===== src/include/acc_cmp_pkg.sv =====
package acc_cmp_pkg;
	localparam int ACC_W = 32;
	localparam logic [3:0] LAST_IDX = 4'h8;
	localparam logic [7:0] INS_READIO = 8'h0F;
	localparam logic [7:0] INS_ARITH = 8'h13;
	localparam logic [7:0] INS_CMP = 8'h14;
	localparam logic [7:0] INS_JUMP = 8'h15;
	typedef enum logic [3:0] {
		OP_ADD, OP_SUB, OP_MUL, OP_DIV, OP_MOD, OP_AND, OP_OR, OP_XOR, OP_NOT, OP_LOAD
	} arith_op_e;
	localparam logic [7:0] OP_TYPE_MAX = 8'h09;
	localparam logic [7:0] null_result_cond = 8'h00;
	localparam logic [7:0] nonnull_result_cond = 8'h01;
	localparam logic [7:0] same_value_cond = 8'h02;
	localparam logic [7:0] differ_cond = 8'h03;
	localparam logic [7:0] greater_cond = 8'h04;
	localparam logic [7:0] greater_or_same_cond = 8'h05;
	localparam logic [7:0] below_cond = 8'h06;
	localparam logic [7:0] below_or_same_cond = 8'h07;
	localparam logic [7:0] timeout_error_cond = 8'h08;
	localparam logic [7:0] alarm_input_cond = 8'h09;
	localparam logic [7:0] deviation_error_cond = 8'h0A;
	localparam logic [7:0] position_error_cond = 8'h0B;
	localparam int ERR_TIMEOUT = 0;
	localparam int ERR_ALARM = 1;
	localparam int ERR_DEVIATION = 2;
	localparam int ERR_POSITION = 3;
	localparam logic [7:0] STATUS_OK = 8'h64;
	localparam logic [7:0] STATUS_BAD_CSUM = 8'h01;
	localparam logic [7:0] STATUS_BAD_CMD = 8'h02;
	localparam logic [7:0] STATUS_BAD_TYPE = 8'h03;
	localparam logic [7:0] BANK_IN = 8'h00;
	localparam logic [7:0] BANK_OUT = 8'h02;
	localparam logic [7:0] N_OUT = 8'h04;
	localparam logic [7:0] PORT_ENABLE = 8'h0A;
	localparam logic [3:0] REG_CTRL = 4'h0;
	localparam logic [3:0] REG_ACC = 4'h1;
	localparam logic [3:0] REG_STAT = 4'h2;
	localparam int CTRL_MY_LSB = 0;
	localparam int CTRL_HOST_LSB = 8;
	localparam logic [7:0] DEF_MODULE_ADDR = 8'h01;
	localparam logic [7:0] DEF_HOST_ADDR = 8'h02;
	localparam int STAT_ZERO = 0;
	localparam int STAT_BELOW = 1;
	localparam int STAT_ERR_LSB = 4;
	localparam int STAT_PC_LSB = 16;
	localparam int PC_W_MAX = 16;
endpackage


===== src/include/alu_if.sv =====
`timescale 1ns/1ps
interface alu_if;
	acc_cmp_pkg::arith_op_e op;
	logic [acc_cmp_pkg::ACC_W-1:0] acc;
	logic [acc_cmp_pkg::ACC_W-1:0] operand;
	logic [acc_cmp_pkg::ACC_W-1:0] result;
	logic div_zero;
	modport core (output op, output acc, output operand, input result, input div_zero);
	modport alu (input op, input acc, input operand, output result, output div_zero);
endinterface


===== src/verilog/accumulator_alu.sv =====
`timescale 1ns/1ps
module accumulator_alu (
	alu_if.alu a
);
	import acc_cmp_pkg::*;
	logic signed [ACC_W-1:0] sa;
	logic signed [ACC_W-1:0] sb;
	assign sa = a.acc;
	assign sb = a.operand;
	assign a.div_zero = (a.operand == '0);
	// two's complement throughout, products keep only the low word
	always_comb begin
		a.result = a.acc;
		case (a.op)
			OP_ADD: a.result = a.acc + a.operand;
			OP_SUB: a.result = a.acc - a.operand;
			OP_MUL: a.result = sa * sb;
			OP_DIV: begin
				if (!a.div_zero) begin
					a.result = sa / sb;
				end
			end
			OP_MOD: begin
				if (!a.div_zero) begin
					a.result = sa % sb;
				end
			end
			OP_AND: a.result = a.acc & a.operand;
			OP_OR: a.result = a.acc | a.operand;
			OP_XOR: a.result = a.acc ^ a.operand;
			OP_NOT: a.result = ~a.acc;
			OP_LOAD: a.result = a.operand;
			default: a.result = a.acc;
		endcase
	end
endmodule // accumulator_alu


===== src/verilog/accumulator_compare_branch.sv =====
`timescale 1ns/1ps
// Contract
// - read-io of bank 2, port 0..3 returns the latched output line as 0/1.
// - read-io port 10 bank 0 returns 0 when enabled, 1 when not.
// - instruction 19 applies the selected operation with the value operand to the accumulator.
// - types 0..4 add, subtract, multiply, divide, modulo the accumulator by operand.
// - types 5..7 store accumulator AND, OR, XOR operand.
// - type 8 inverts the accumulator bitwise, operand ignored.
// - type 9 loads the operand into the accumulator.
// - accumulator operation frame is answered with status 100, value don't care.
// - compare, code 20, ignores type and bank; operand from value field.
// - compare sets status flags from accumulator versus operand for later jumps.
// - conditional jump, code 21, takes its address from value, ignores bank.
// - jump loads the program counter only when the selected condition holds.
// - conditions 0..7: zero, nonzero, equal, unequal, greater, greater-equal, lower, lower-equal.
// - conditions 8..11 test timeout, alarm, deviation, position error flags.
// - reply: host, target, status, instruction, value MSB first, checksum; success 64 hex.
module accumulator_compare_branch #(
	parameter int PC_W = 16
) (
	input wire logic CLK_SYS,
	input wire logic RST,
	input wire logic [7:0] RX_DATA,
	input wire logic RX_VALID,
	output logic RX_READY,
	output logic [7:0] TX_DATA,
	output logic TX_VALID,
	input wire logic TX_READY,
	input wire logic PRG_VALID,
	output logic PRG_READY,
	input wire logic [7:0] PRG_INSTR,
	input wire logic [7:0] PRG_TYPE,
	input wire logic [acc_cmp_pkg::ACC_W-1:0] PRG_VALUE,
	output logic [PC_W-1:0] PRG_PC,
	input wire logic [3:0] OUT_STATE,
	input wire logic ENABLE_IN,
	input wire logic [3:0] ERR_FLAGS,
	input wire logic [3:0] REG_ADDR,
	input wire logic [31:0] REG_WDATA,
	input wire logic REG_WR,
	input wire logic REG_RD,
	output logic [31:0] REG_RDATA
);
	import acc_cmp_pkg::*;

	if (PC_W < 1 || PC_W > PC_W_MAX) begin : g_bad_pc_w
		$error("PC_W must be 1..16");
	end

	typedef enum logic {ST_RX, ST_TX} link_state_e;

	link_state_e st_q;
	logic [3:0] rx_cnt_q;
	logic [7:0] rx_q [0:LAST_IDX-1];
	logic [7:0] sum_q;
	logic [7:0] tx_q [0:LAST_IDX];
	logic [3:0] tx_cnt_q;
	logic [ACC_W-1:0] acc_q;
	logic zero_q;
	logic below_q;
	logic [PC_W-1:0] pc_q;
	logic [7:0] my_addr_q;
	logic [7:0] host_addr_q;
	logic [31:0] rdata_q;
	logic rx_take;
	logic frame_done;
	logic frame_ours;
	logic csum_ok;
	logic frame_exec;
	logic prg_exec;
	logic x_go;
	logic [7:0] f_instr;
	logic [7:0] f_type;
	logic [7:0] f_bank;
	logic [ACC_W-1:0] f_value;
	logic [7:0] x_instr;
	logic [7:0] x_type;
	logic [ACC_W-1:0] x_value;
	logic acc_wr;
	logic jump_hit;
	logic io_out;
	logic io_en;
	logic io_bit;
	logic [7:0] rep_status;
	logic [ACC_W-1:0] rep_value;
	logic [7:0] rep [0:LAST_IDX-1];
	logic [7:0] rep_sum;
	logic [31:0] ctrl_word;
	logic [31:0] stat_word;

	function automatic logic cond_true(input logic [7:0] kind, input logic z, input logic b,
		input logic [3:0] err);
		case (kind)
			null_result_cond: return z;
			nonnull_result_cond: return !z;
			same_value_cond: return z;
			differ_cond: return !z;
			greater_cond: return !z && !b;
			greater_or_same_cond: return !b;
			below_cond: return b;
			below_or_same_cond: return b || z;
			timeout_error_cond: return err[ERR_TIMEOUT];
			alarm_input_cond: return err[ERR_ALARM];
			deviation_error_cond: return err[ERR_DEVIATION];
			position_error_cond: return err[ERR_POSITION];
			default: return 1'b0;
		endcase
	endfunction

	function automatic logic [7:0] frame_sum(input logic [7:0] b [0:LAST_IDX-1]);
		logic [7:0] s;
		s = 8'h00;
		for (int i = 0; i < LAST_IDX; i++) begin
			s = s + b[i];
		end
		return s;
	endfunction

	// receive side: a frame is taken byte by byte, the ninth byte is the checksum
	assign RX_READY = (st_q == ST_RX);
	assign rx_take = RX_READY && RX_VALID;
	assign frame_done = rx_take && (rx_cnt_q == LAST_IDX);
	assign frame_ours = (rx_q[0] == my_addr_q);
	assign csum_ok = (RX_DATA == sum_q);
	assign frame_exec = frame_done && frame_ours && csum_ok;

	assign f_instr = rx_q[1];
	assign f_type = rx_q[2];
	assign f_bank = rx_q[3];
	assign f_value = {rx_q[4], rx_q[5], rx_q[6], rx_q[7]};

	// no inter-byte timeout: a lost byte shifts framing until the checksum rejects it
	always_ff @(posedge CLK_SYS or posedge RST) begin
		if (RST) begin
			rx_cnt_q <= 4'h0;
			sum_q <= 8'h00;
		end else if (rx_take) begin
			if (rx_cnt_q == LAST_IDX) begin
				rx_cnt_q <= 4'h0;
				sum_q <= 8'h00;
			end else begin
				rx_cnt_q <= rx_cnt_q + 4'h1;
				sum_q <= sum_q + RX_DATA;
			end
		end
	end

	always_ff @(posedge CLK_SYS) begin
		if (rx_take && rx_cnt_q != LAST_IDX) begin
			rx_q[rx_cnt_q[2:0]] <= RX_DATA;
		end
	end

	// a host frame has priority; the program step simply waits one cycle
	assign PRG_READY = !frame_exec;
	assign prg_exec = PRG_VALID && !frame_exec;
	assign x_go = frame_exec || PRG_VALID;
	assign x_instr = frame_exec ? f_instr : PRG_INSTR;
	assign x_type = frame_exec ? f_type : PRG_TYPE;
	assign x_value = frame_exec ? f_value : PRG_VALUE;

	alu_if a_bus ();

	assign a_bus.op = arith_op_e'(x_type[3:0]);
	assign a_bus.acc = acc_q;
	assign a_bus.operand = x_value;

	accumulator_alu u_alu (
		.a(a_bus.alu)
	);

	// division by zero leaves the accumulator untouched rather than writing garbage
	assign acc_wr = x_go && (x_instr == INS_ARITH) && (x_type <= OP_TYPE_MAX)
		&& !(a_bus.div_zero && (a_bus.op == OP_DIV || a_bus.op == OP_MOD));

	always_ff @(posedge CLK_SYS or posedge RST) begin
		if (RST) begin
			acc_q <= '0;
		end else if (acc_wr) begin
			acc_q <= a_bus.result;
		end
	end

	// compare looks only at the value field, type and bank are not decoded
	always_ff @(posedge CLK_SYS or posedge RST) begin
		if (RST) begin
			zero_q <= 1'b0;
			below_q <= 1'b0;
		end else if (x_go && x_instr == INS_CMP) begin
			zero_q <= (acc_q == x_value);
			below_q <= ($signed(acc_q) < $signed(x_value));
		end
	end

	assign jump_hit = cond_true(x_type, zero_q, below_q, ERR_FLAGS);

	always_ff @(posedge CLK_SYS or posedge RST) begin
		if (RST) begin
			pc_q <= '0;
		end else if (x_go && x_instr == INS_JUMP && jump_hit) begin
			pc_q <= x_value[PC_W-1:0];
		end else if (prg_exec) begin
			pc_q <= pc_q + 1'b1;
		end
	end

	assign PRG_PC = pc_q;

	assign io_out = (f_bank == BANK_OUT) && (f_type < N_OUT);
	assign io_en = (f_bank == BANK_IN) && (f_type == PORT_ENABLE);
	assign io_bit = io_out ? OUT_STATE[f_type[1:0]] : !ENABLE_IN;

	always_comb begin
		rep_status = STATUS_OK;
		rep_value = '0;
		if (!csum_ok) begin
			rep_status = STATUS_BAD_CSUM;
		end else if (f_instr == INS_ARITH) begin
			if (f_type > OP_TYPE_MAX) begin
				rep_status = STATUS_BAD_TYPE;
			end else begin
				rep_value = f_value;
			end
		end else if (f_instr == INS_READIO) begin
			if (io_out || io_en) begin
				rep_value = {{(ACC_W-1){1'b0}}, io_bit};
			end else begin
				rep_status = STATUS_BAD_TYPE;
			end
		end else if (f_instr != INS_CMP && f_instr != INS_JUMP) begin
			rep_status = STATUS_BAD_CMD;
		end
	end

	assign rep[0] = host_addr_q;
	assign rep[1] = my_addr_q;
	assign rep[2] = rep_status;
	assign rep[3] = f_instr;
	assign rep[4] = rep_value[31:24];
	assign rep[5] = rep_value[23:16];
	assign rep[6] = rep_value[15:8];
	assign rep[7] = rep_value[7:0];
	assign rep_sum = frame_sum(rep);

	// transmit: the reply is a shift register, so TX_DATA always comes from a flop
	always_ff @(posedge CLK_SYS or posedge RST) begin
		if (RST) begin
			st_q <= ST_RX;
			tx_cnt_q <= 4'h0;
			for (int i = 0; i <= LAST_IDX; i++) begin
				tx_q[i] <= 8'h00;
			end
		end else begin
			case (st_q)
				ST_RX: begin
					if (frame_done && frame_ours) begin
						st_q <= ST_TX;
						tx_cnt_q <= 4'h0;
						for (int i = 0; i < LAST_IDX; i++) begin
							tx_q[i] <= rep[i];
						end
						tx_q[LAST_IDX] <= rep_sum;
					end
				end
				ST_TX: begin
					if (TX_READY) begin
						for (int i = 0; i < LAST_IDX; i++) begin
							tx_q[i] <= tx_q[i+1];
						end
						tx_q[LAST_IDX] <= 8'h00;
						if (tx_cnt_q == LAST_IDX) begin
							st_q <= ST_RX;
						end else begin
							tx_cnt_q <= tx_cnt_q + 4'h1;
						end
					end
				end
				default: st_q <= ST_RX;
			endcase
		end
	end

	assign TX_VALID = (st_q == ST_TX);
	assign TX_DATA = tx_q[0];

	always_ff @(posedge CLK_SYS or posedge RST) begin
		if (RST) begin
			my_addr_q <= DEF_MODULE_ADDR;
			host_addr_q <= DEF_HOST_ADDR;
		end else if (REG_WR && REG_ADDR == REG_CTRL) begin
			my_addr_q <= REG_WDATA[CTRL_MY_LSB +: 8];
			host_addr_q <= REG_WDATA[CTRL_HOST_LSB +: 8];
		end
	end

	always_comb begin
		ctrl_word = '0;
		ctrl_word[CTRL_MY_LSB +: 8] = my_addr_q;
		ctrl_word[CTRL_HOST_LSB +: 8] = host_addr_q;
		stat_word = '0;
		stat_word[STAT_ZERO] = zero_q;
		stat_word[STAT_BELOW] = below_q;
		stat_word[STAT_ERR_LSB +: 4] = ERR_FLAGS;
		stat_word[STAT_PC_LSB +: PC_W] = pc_q;
	end

	always_ff @(posedge CLK_SYS or posedge RST) begin
		if (RST) begin
			rdata_q <= '0;
		end else if (REG_RD) begin
			if (REG_ADDR == REG_CTRL) begin
				rdata_q <= ctrl_word;
			end else if (REG_ADDR == REG_ACC) begin
				rdata_q <= acc_q;
			end else if (REG_ADDR == REG_STAT) begin
				rdata_q <= stat_word;
			end else begin
				rdata_q <= '0;
			end
		end else begin
			rdata_q <= '0;
		end
	end

	assign REG_RDATA = rdata_q;
endmodule // accumulator_compare_branch

===== config.mk =====
export PLATFORM = sky130hd
export DESIGN_NAME = accumulator_compare_branch
export DESIGN_NICKNAME = d
export VERILOG_FILES = /design/src/include/acc_cmp_pkg.sv /design/src/include/alu_if.sv /design/src/verilog/accumulator_alu.sv /design/src/verilog/accumulator_compare_branch.sv
export SDC_FILE = /design/constraint.sdc
export NUM_CORES = 2
export LEC_CHECK = 0
export BUFFER_PORTS_ARGS = -buffer_cell sky130_fd_sc_hd__buf_4
export CAP_MARGIN = 20
export CORE_ASPECT_RATIO = 1.4
export CORE_MARGIN = 2
export CORE_UTILIZATION = 55
export CTS_CLUSTER_DIAMETER = 50
export DETAILED_ROUTE_END_ITERATION = 10
export HOLD_SLACK_MARGIN = 0.12
export MAX_ROUTING_LAYER = met4
export PLACE_DENSITY = 0.71
export REMOVE_ABC_BUFFERS = 1
export SKIP_LAST_GASP = 1
export SLEW_MARGIN = 20
export SYNTH_ARGS = -nofsm -noshare
export SYNTH_HDL_FRONTEND = slang
export SYNTH_HIERARCHICAL = 1
export SYNTH_SLANG_ARGS = --single-unit

===== constraint.sdc =====
create_clock -name CLK_SYS -period 258.2 [get_ports CLK_SYS]
set_input_delay 25.82 -clock CLK_SYS [delete_from_list [all_inputs] [get_ports CLK_SYS]]
set_output_delay 25.82 -clock CLK_SYS [all_outputs]
set_load 0.1 [all_outputs]

[Yosys cells after proc, flatten, opt, wreduce, memory -nomap -nowiden]
Memories as Yosys holds them, arrays and structs flattened.
Index checks and enable logic that the tools add are counted.
Storage, ports and cells
  memories: 1
  flip-flop bits (word level): 187
  bits in writable memories: 64
Memories
  rx_q: depth 8, width 8, rd ports 8, clocked after memory_dff 0, write ports 1, RTL line accumulator_compare_branch.sv:54  | logic [7:0] rx_q [0:LAST_IDX-1];
Operators by class
  multipliers: 1
  multiplexer cells: 42
  divide/modulo/power cells: 2
  magnitude comparators: 5
  eq/ne operators: 42
  reductions and logical operators: 39
  $add $sub $neg: 13
  bitwise operators: 5
Operators with widths (number)
  2-to-1 mux 32 bit: 10
  case mux 32 bit (10 select lines): 1
  2-to-1 mux 72 bit: 2
  case mux 72 bit (2 select lines): 1
  adder 8 bit: 8
  == test 8 x 4 -> 1 bit (second input constant): 6
  2-to-1 mux 8 bit: 6
  adder 32 bit: 1
  bitwise AND 32 bit: 1
  divider 32 x 32 -> 32 bit: 1
  == test 32 bit: 1
  == test 8 x 3 -> 1 bit (second input constant): 4
  == test 8 x 5 -> 1 bit (second input constant): 4
  logical NOT 32 bit: 1
  < comparator 32 bit: 1
  modulo 32 x 32 -> 32 bit: 1
  multiplier 32 x 32 -> 32 bit: 1
  2-to-1 mux 16 bit: 2
  NOT 32 bit: 1
  OR 32 bit: 1
  subtractor 32 bit: 1
  XOR 32 bit: 1
  == test 8 x 2 -> 1 bit (second input constant): 3
  2-to-1 mux 7 bit: 3
  other kinds (34): 87

[Depth between registers and ports, before layout]
An unclocked memory read counts as a cell.
  depth after elaboration: 16
  gate-level depth with buffers: 418

[Hierarchy]
Netlist, hierarchy kept.
Modules (own cells, without submodules)
  accumulator_alu: area each 55700.9 µm², instances 1, cells each 7989
  accumulator_compare_branch: area each 14092.3 µm², instances 1, cells each 1342

[Worst setup path after synthesis]
No wires, ideal clock.
  path kind: input -> register
  start: input RX_DATA[4]
  end: register acc_q[30] (netlist: a_bus.acc[30])
  slack: 149.358 ns
  data required time: 258.075 ns
  path buffers: 65
  stages: 368
  arrival time: 108.718 ns
  cells stage by stage: ha_1 nor4_1 nand3_1 or4_1 clkbuf_1 buf_6 nand2_1 nand2_1 inv_1 clkbuf_1 ha_1 or3b_2 a211oi_1 and2_1 and2_1 and4_1 nand4_1 o211ai_1 [332 not listed] clkbuf_1 buf_1 clkbuf_1 ha_1 nand4_1 nor3_1 nand3_1 or3_1 or3_1 o21ai_0 xnor2_1 a211oi_1 a211oi_1 nand2_1 a211o_1 o21ai_0 a2bb2oi_1 mux2_2
RTL lines
  start: declaration: RTL line accumulator_compare_branch.sv:23  | input wire logic [7:0] RX_DATA,
  == test 8 bit (*): RTL line accumulator_compare_branch.sv:124  | assign csum_ok = (RX_DATA == sum_q);
  logical AND 1 bit (*): RTL line accumulator_compare_branch.sv:125  | assign frame_exec = frame_done && frame_ours && csum_ok;
  2-to-1 mux 32 bit (*): RTL line accumulator_compare_branch.sv:160  | assign x_value = frame_exec ? f_value : PRG_VALUE;
  named net a_bus.operand (one bit): RTL line alu_if.sv:5  | logic [acc_cmp_pkg::ACC_W-1:0] operand;
  modulo 32 x 32 -> 32 bit or divider 32 x 32 -> 32 bit (tied branches): RTL line accumulator_alu.sv:25, accumulator_alu.sv:20
  2-to-1 mux 32 bit (on tied branches): RTL line accumulator_alu.sv:24, accumulator_alu.sv:19
  case mux 32 bit (10 select lines) (*): RTL line accumulator_alu.sv:14  | case (a.op)
  named net a_bus.result (one bit): RTL line alu_if.sv:6  | logic [acc_cmp_pkg::ACC_W-1:0] result;
  end signal: assignment: RTL line accumulator_compare_branch.sv:180  | acc_q <= a_bus.result;
  end: declaration: RTL line accumulator_compare_branch.sv:58  | logic [ACC_W-1:0] acc_q;
Mark *: on every way through the listed nets, which the timed path passes. The rest lies on a longest branch. The select of a mux whose other input is x is not followed.
A chain may end at the register's enable or synchronous reset.

[Worst setup path in the final report]
  start: input RX_DATA[4]
  end: register acc_q[28] (netlist: a_bus.acc[28])
Same word-level chain as after synthesis.

==> metrics.txt <==
Hold Fails Final Rpt 0; DR vias/cell between 6 and 7; delay-heaviest family, CP compound AO/OA/AOI/OAI gates; footprint of the multi-input gates 58420 sq um; wire length per cell roughly 28 um; Final Total Pwr around 0.18 mW; mapped cell area roughly 70000 sq um; initial antenna violation count 15; Max Fanout on Critical Path 53; Seq. cell area between 6000 and 7000 sq um; yosys warns 6; DRT iter0 DRCs between 8000 and 9000; routed wire length around 310000 um; FF+latch count, synth approximately 250; Setup CP Type input pin to flip-flop; sw power between 0.08 and 0.09 mW; Peak VDD IR 0.004355 mV; top_reg_cell synth dfrtp_1; CP peak stage delay 1050 ps; FMAX 0.007774 GHz; CP max stage cell mux2i_1; Net count, final ~11000; cell-internal power approximately 0.1 mW; setup repair after global routing missed its margin false; router iterations before antenna repair 8; vias in the first global route around 70000; Tmin final about 130000 ps; status complete, no violations; clock tree from TritonCTS done; Worst-Skew Late Latency around 580 ps; async set-reset flop share out of synthesis roughly 75%; FP Rows 154; via count 73480; count of cell types in the netlist roughly 120; worst path arrival time 129090 ps; Synth area leader ha_1; Worst Tran Pin Value between 1000 and 1500 ps; H-tree depth 1; final setup vio count 0; Rel. slew slack about 8.2%; DR DRC count 0; Sw Share 45.77%; Area contributors post-synth ha_1 (15%), fa_1 (13%), dfrtp_1 (6.6%), nand2_1 (6.1%), xnor2_1 (6.0%); HPWL after DPL roughly 240000 um; Area Overhead vs Synth 6.414%; clk_skew roughly 18 ps; Yosys top cell area share between 10% and 20%; Sink Count about 250; grt total ovfl 0; Post-synth EDFFs 64; Leakage about 37 nW; gpl congestion 1.049; cts repair resizes 0; DIE AREA ~130000 sq um; cell count after synthesis slightly above 9000; power share of the clock group ~23%; syn_area_per_cell roughly 7.5 sq um; Worst setup SP type input pin; CTS clk-pin slew, worst paths approximately 60 ps; Boundary Pins about 170; CTS Buf Count 31; post-synthesis sequential area ratio under 10%; Post-synth top cells nand2_1 (1140), inv_1 (875), nor2_1 (861), ha_1 (834), a21oi_1 (670); CORE AREA roughly 130000 sq um; combinational power share between 50% and 60%; Reg power frac between 20% and 30%; Final Max Slew Viols 0; Final TNS setup 0 ps; die height between 400 and 500 um; antenna-violating nets left 0; Max-cap violations 0; ratio of cells with drive above 1 in the final layout a little under 8%; most frequent cell after synthesis nand2_1; fillers about 12000; crit-path most repeated cell ha_1; PD cells between 2 and 2.5 nW/um^2; fin crit share between 40% and 50%; GRT Resource Usage Total between 40% and 50%; Hold Crit Class flip-flop to flip-flop; largest net degree at the start of global routing 110; cts hold-fix bufs 0; Post-CTS Setup Inserts 0; Critical Path RT roughly 260000 ps; Root Driver clkbuf_16; Buf/Inv on CP 31; worst-case clock buffer depth 3; # port buffers 150; Die Width ~310 um; first-pass GRT wire length 447200 um; CP endpoint kind flip-flop; Initial Utilization 55.47%
[routing by layer]
| layer | global-route usage [%] | vias up | share of wire (%) |
|---|---|---|---|
| li1 | - | 32630 | - |
| met1 | 55.19 | 35020 | 37 |
| met2 | 71.47 | 4485 | 44 |
| met3 | 9.748 | 1340 | 10 |
| met4 | 34.22 | 0 | 9.2 |
| met5 | - | - | 0 |
[flip-flops by register name, indices dropped and copies added, names as in the netlist, 4 cells and up]
| register | flops |
|---|---|
| rx_cnt_q | 4 |
| host_addr_q | 8 |
| PRG_PC | 16 |
| TX_DATA | 8 |
| tx_q | 64 |
| rx_q | 64 |
| sum_q | 8 |
| tx_cnt_q | 4 |
| REG_RDATA | 32 |
| a_bus.acc | 32 |
| my_addr_q | 8 |
[cells by family (layout without fill, tap and decap cells)]
logic type                 after synthesis  count (layout)  synth area share, %
DFF                                    251             251                9.462
AOI/OAI and AO/OA                     2425            2425                22.57
muxes                                  234             234                3.559
and+or+nand+nor                       3128            3128                20.72
buffers and inverters                 1325            1329                7.277
other                                    0              14                    0
adders and majority gates             1282            1282                27.80
xor gates and xnor gates               686             686                8.609
[per-stage QoR]
stage               setup WS [ps]  std cells  instance area (sq um)  hold WS (ps)  utilization (%)
floorplan                  143600       8909                  68100         442.8                -
global placement           133240      10920                  73230         455.8            58.20
detailed placement         132490      10920                  73230         469.8            58.20
CTS                        132750      10970                  74220         482.7            58.99
global route               125390      10990                  74270         508.1            59.03
finish                     129570      10990                  74270         479.2            59.03
[cell type report]
class,count,area share [%]
Antenna cell,14,0.04717
Clock buffer,39,1.139
Clock inverter,18,0.1853
Inverter,903,4.574
Multi-Input combinational cell,7755,78.67
Sequential cell,251,8.895
Tap cell,1638,2.759
Timing Repair Buffer,369,3.735
[power groups by stage]
stage	registers, mW	logic, mW	clock network, mW
3_5_place_dp	0.0507	0.0893	0
2_1_floorplan	0.0539	0.0563	0
3_3_place_gp	0.0505	0.0873	0
6_report	0.0503	0.0922	0.0419
5_1_grt	0.0506	0.0988	0.0435
4_1_cts	0.0500	0.0898	0.0420
[path summary, 6_finish.rpt]
check / startpoint / to / slack, ps / cells past startpoint
worst max-delay path: RX_DATA[4] / a_bus.acc[28] / 129570 / 344
worst min-delay path: tx_q[38] / tx_q[38] / 480 / 2
worst max register to register: TX_VALID / a_bus.acc[28] / 154310 / 343
worst min register to register: tx_q[38] / tx_q[38] / 480 / 2
max in group asynchronous: RST / a_bus.acc[31] / 231470 / 3
min in group asynchronous: RST / sum_q[5] / 25350 / 2
[placed cells by master, fill, tap and decap left out, types with 71 or more instances in the layout]
master,n
o21a_1,114
xnor2_1,463
nand2_1,1140
mux2_2,95
inv_1,872
or3_1,71
a21o_1,203
dfrtp_1,183
mux2i_1,133
o211ai_1,91
nor2b_1,90
ha_1,834
and2_1,72
xor2_1,206
a31oi_1,104
nor3_1,190
nand2b_1,84
o21ai_0,500
a21oi_1,668
nand3_1,197
buf_4,368
fa_1,448
o31ai_1,83
nand4_1,104
nor2_1,853
a211oi_1,83
[worst register-to-register path: cells and delay by family, from the launching register on]
kind                     cells  cell delay, ps
AO/OA/AOI/OAI              164           50650
AND/OR/NAND/NOR            107           30540
adder cells (fa/ha/maj)     33           10480
buffers and inverters       31            8150
multiplexers                 7            3280
XOR/XNOR                     1             400
flip-flops                   1             380
(Power assumes the default switching activity.)
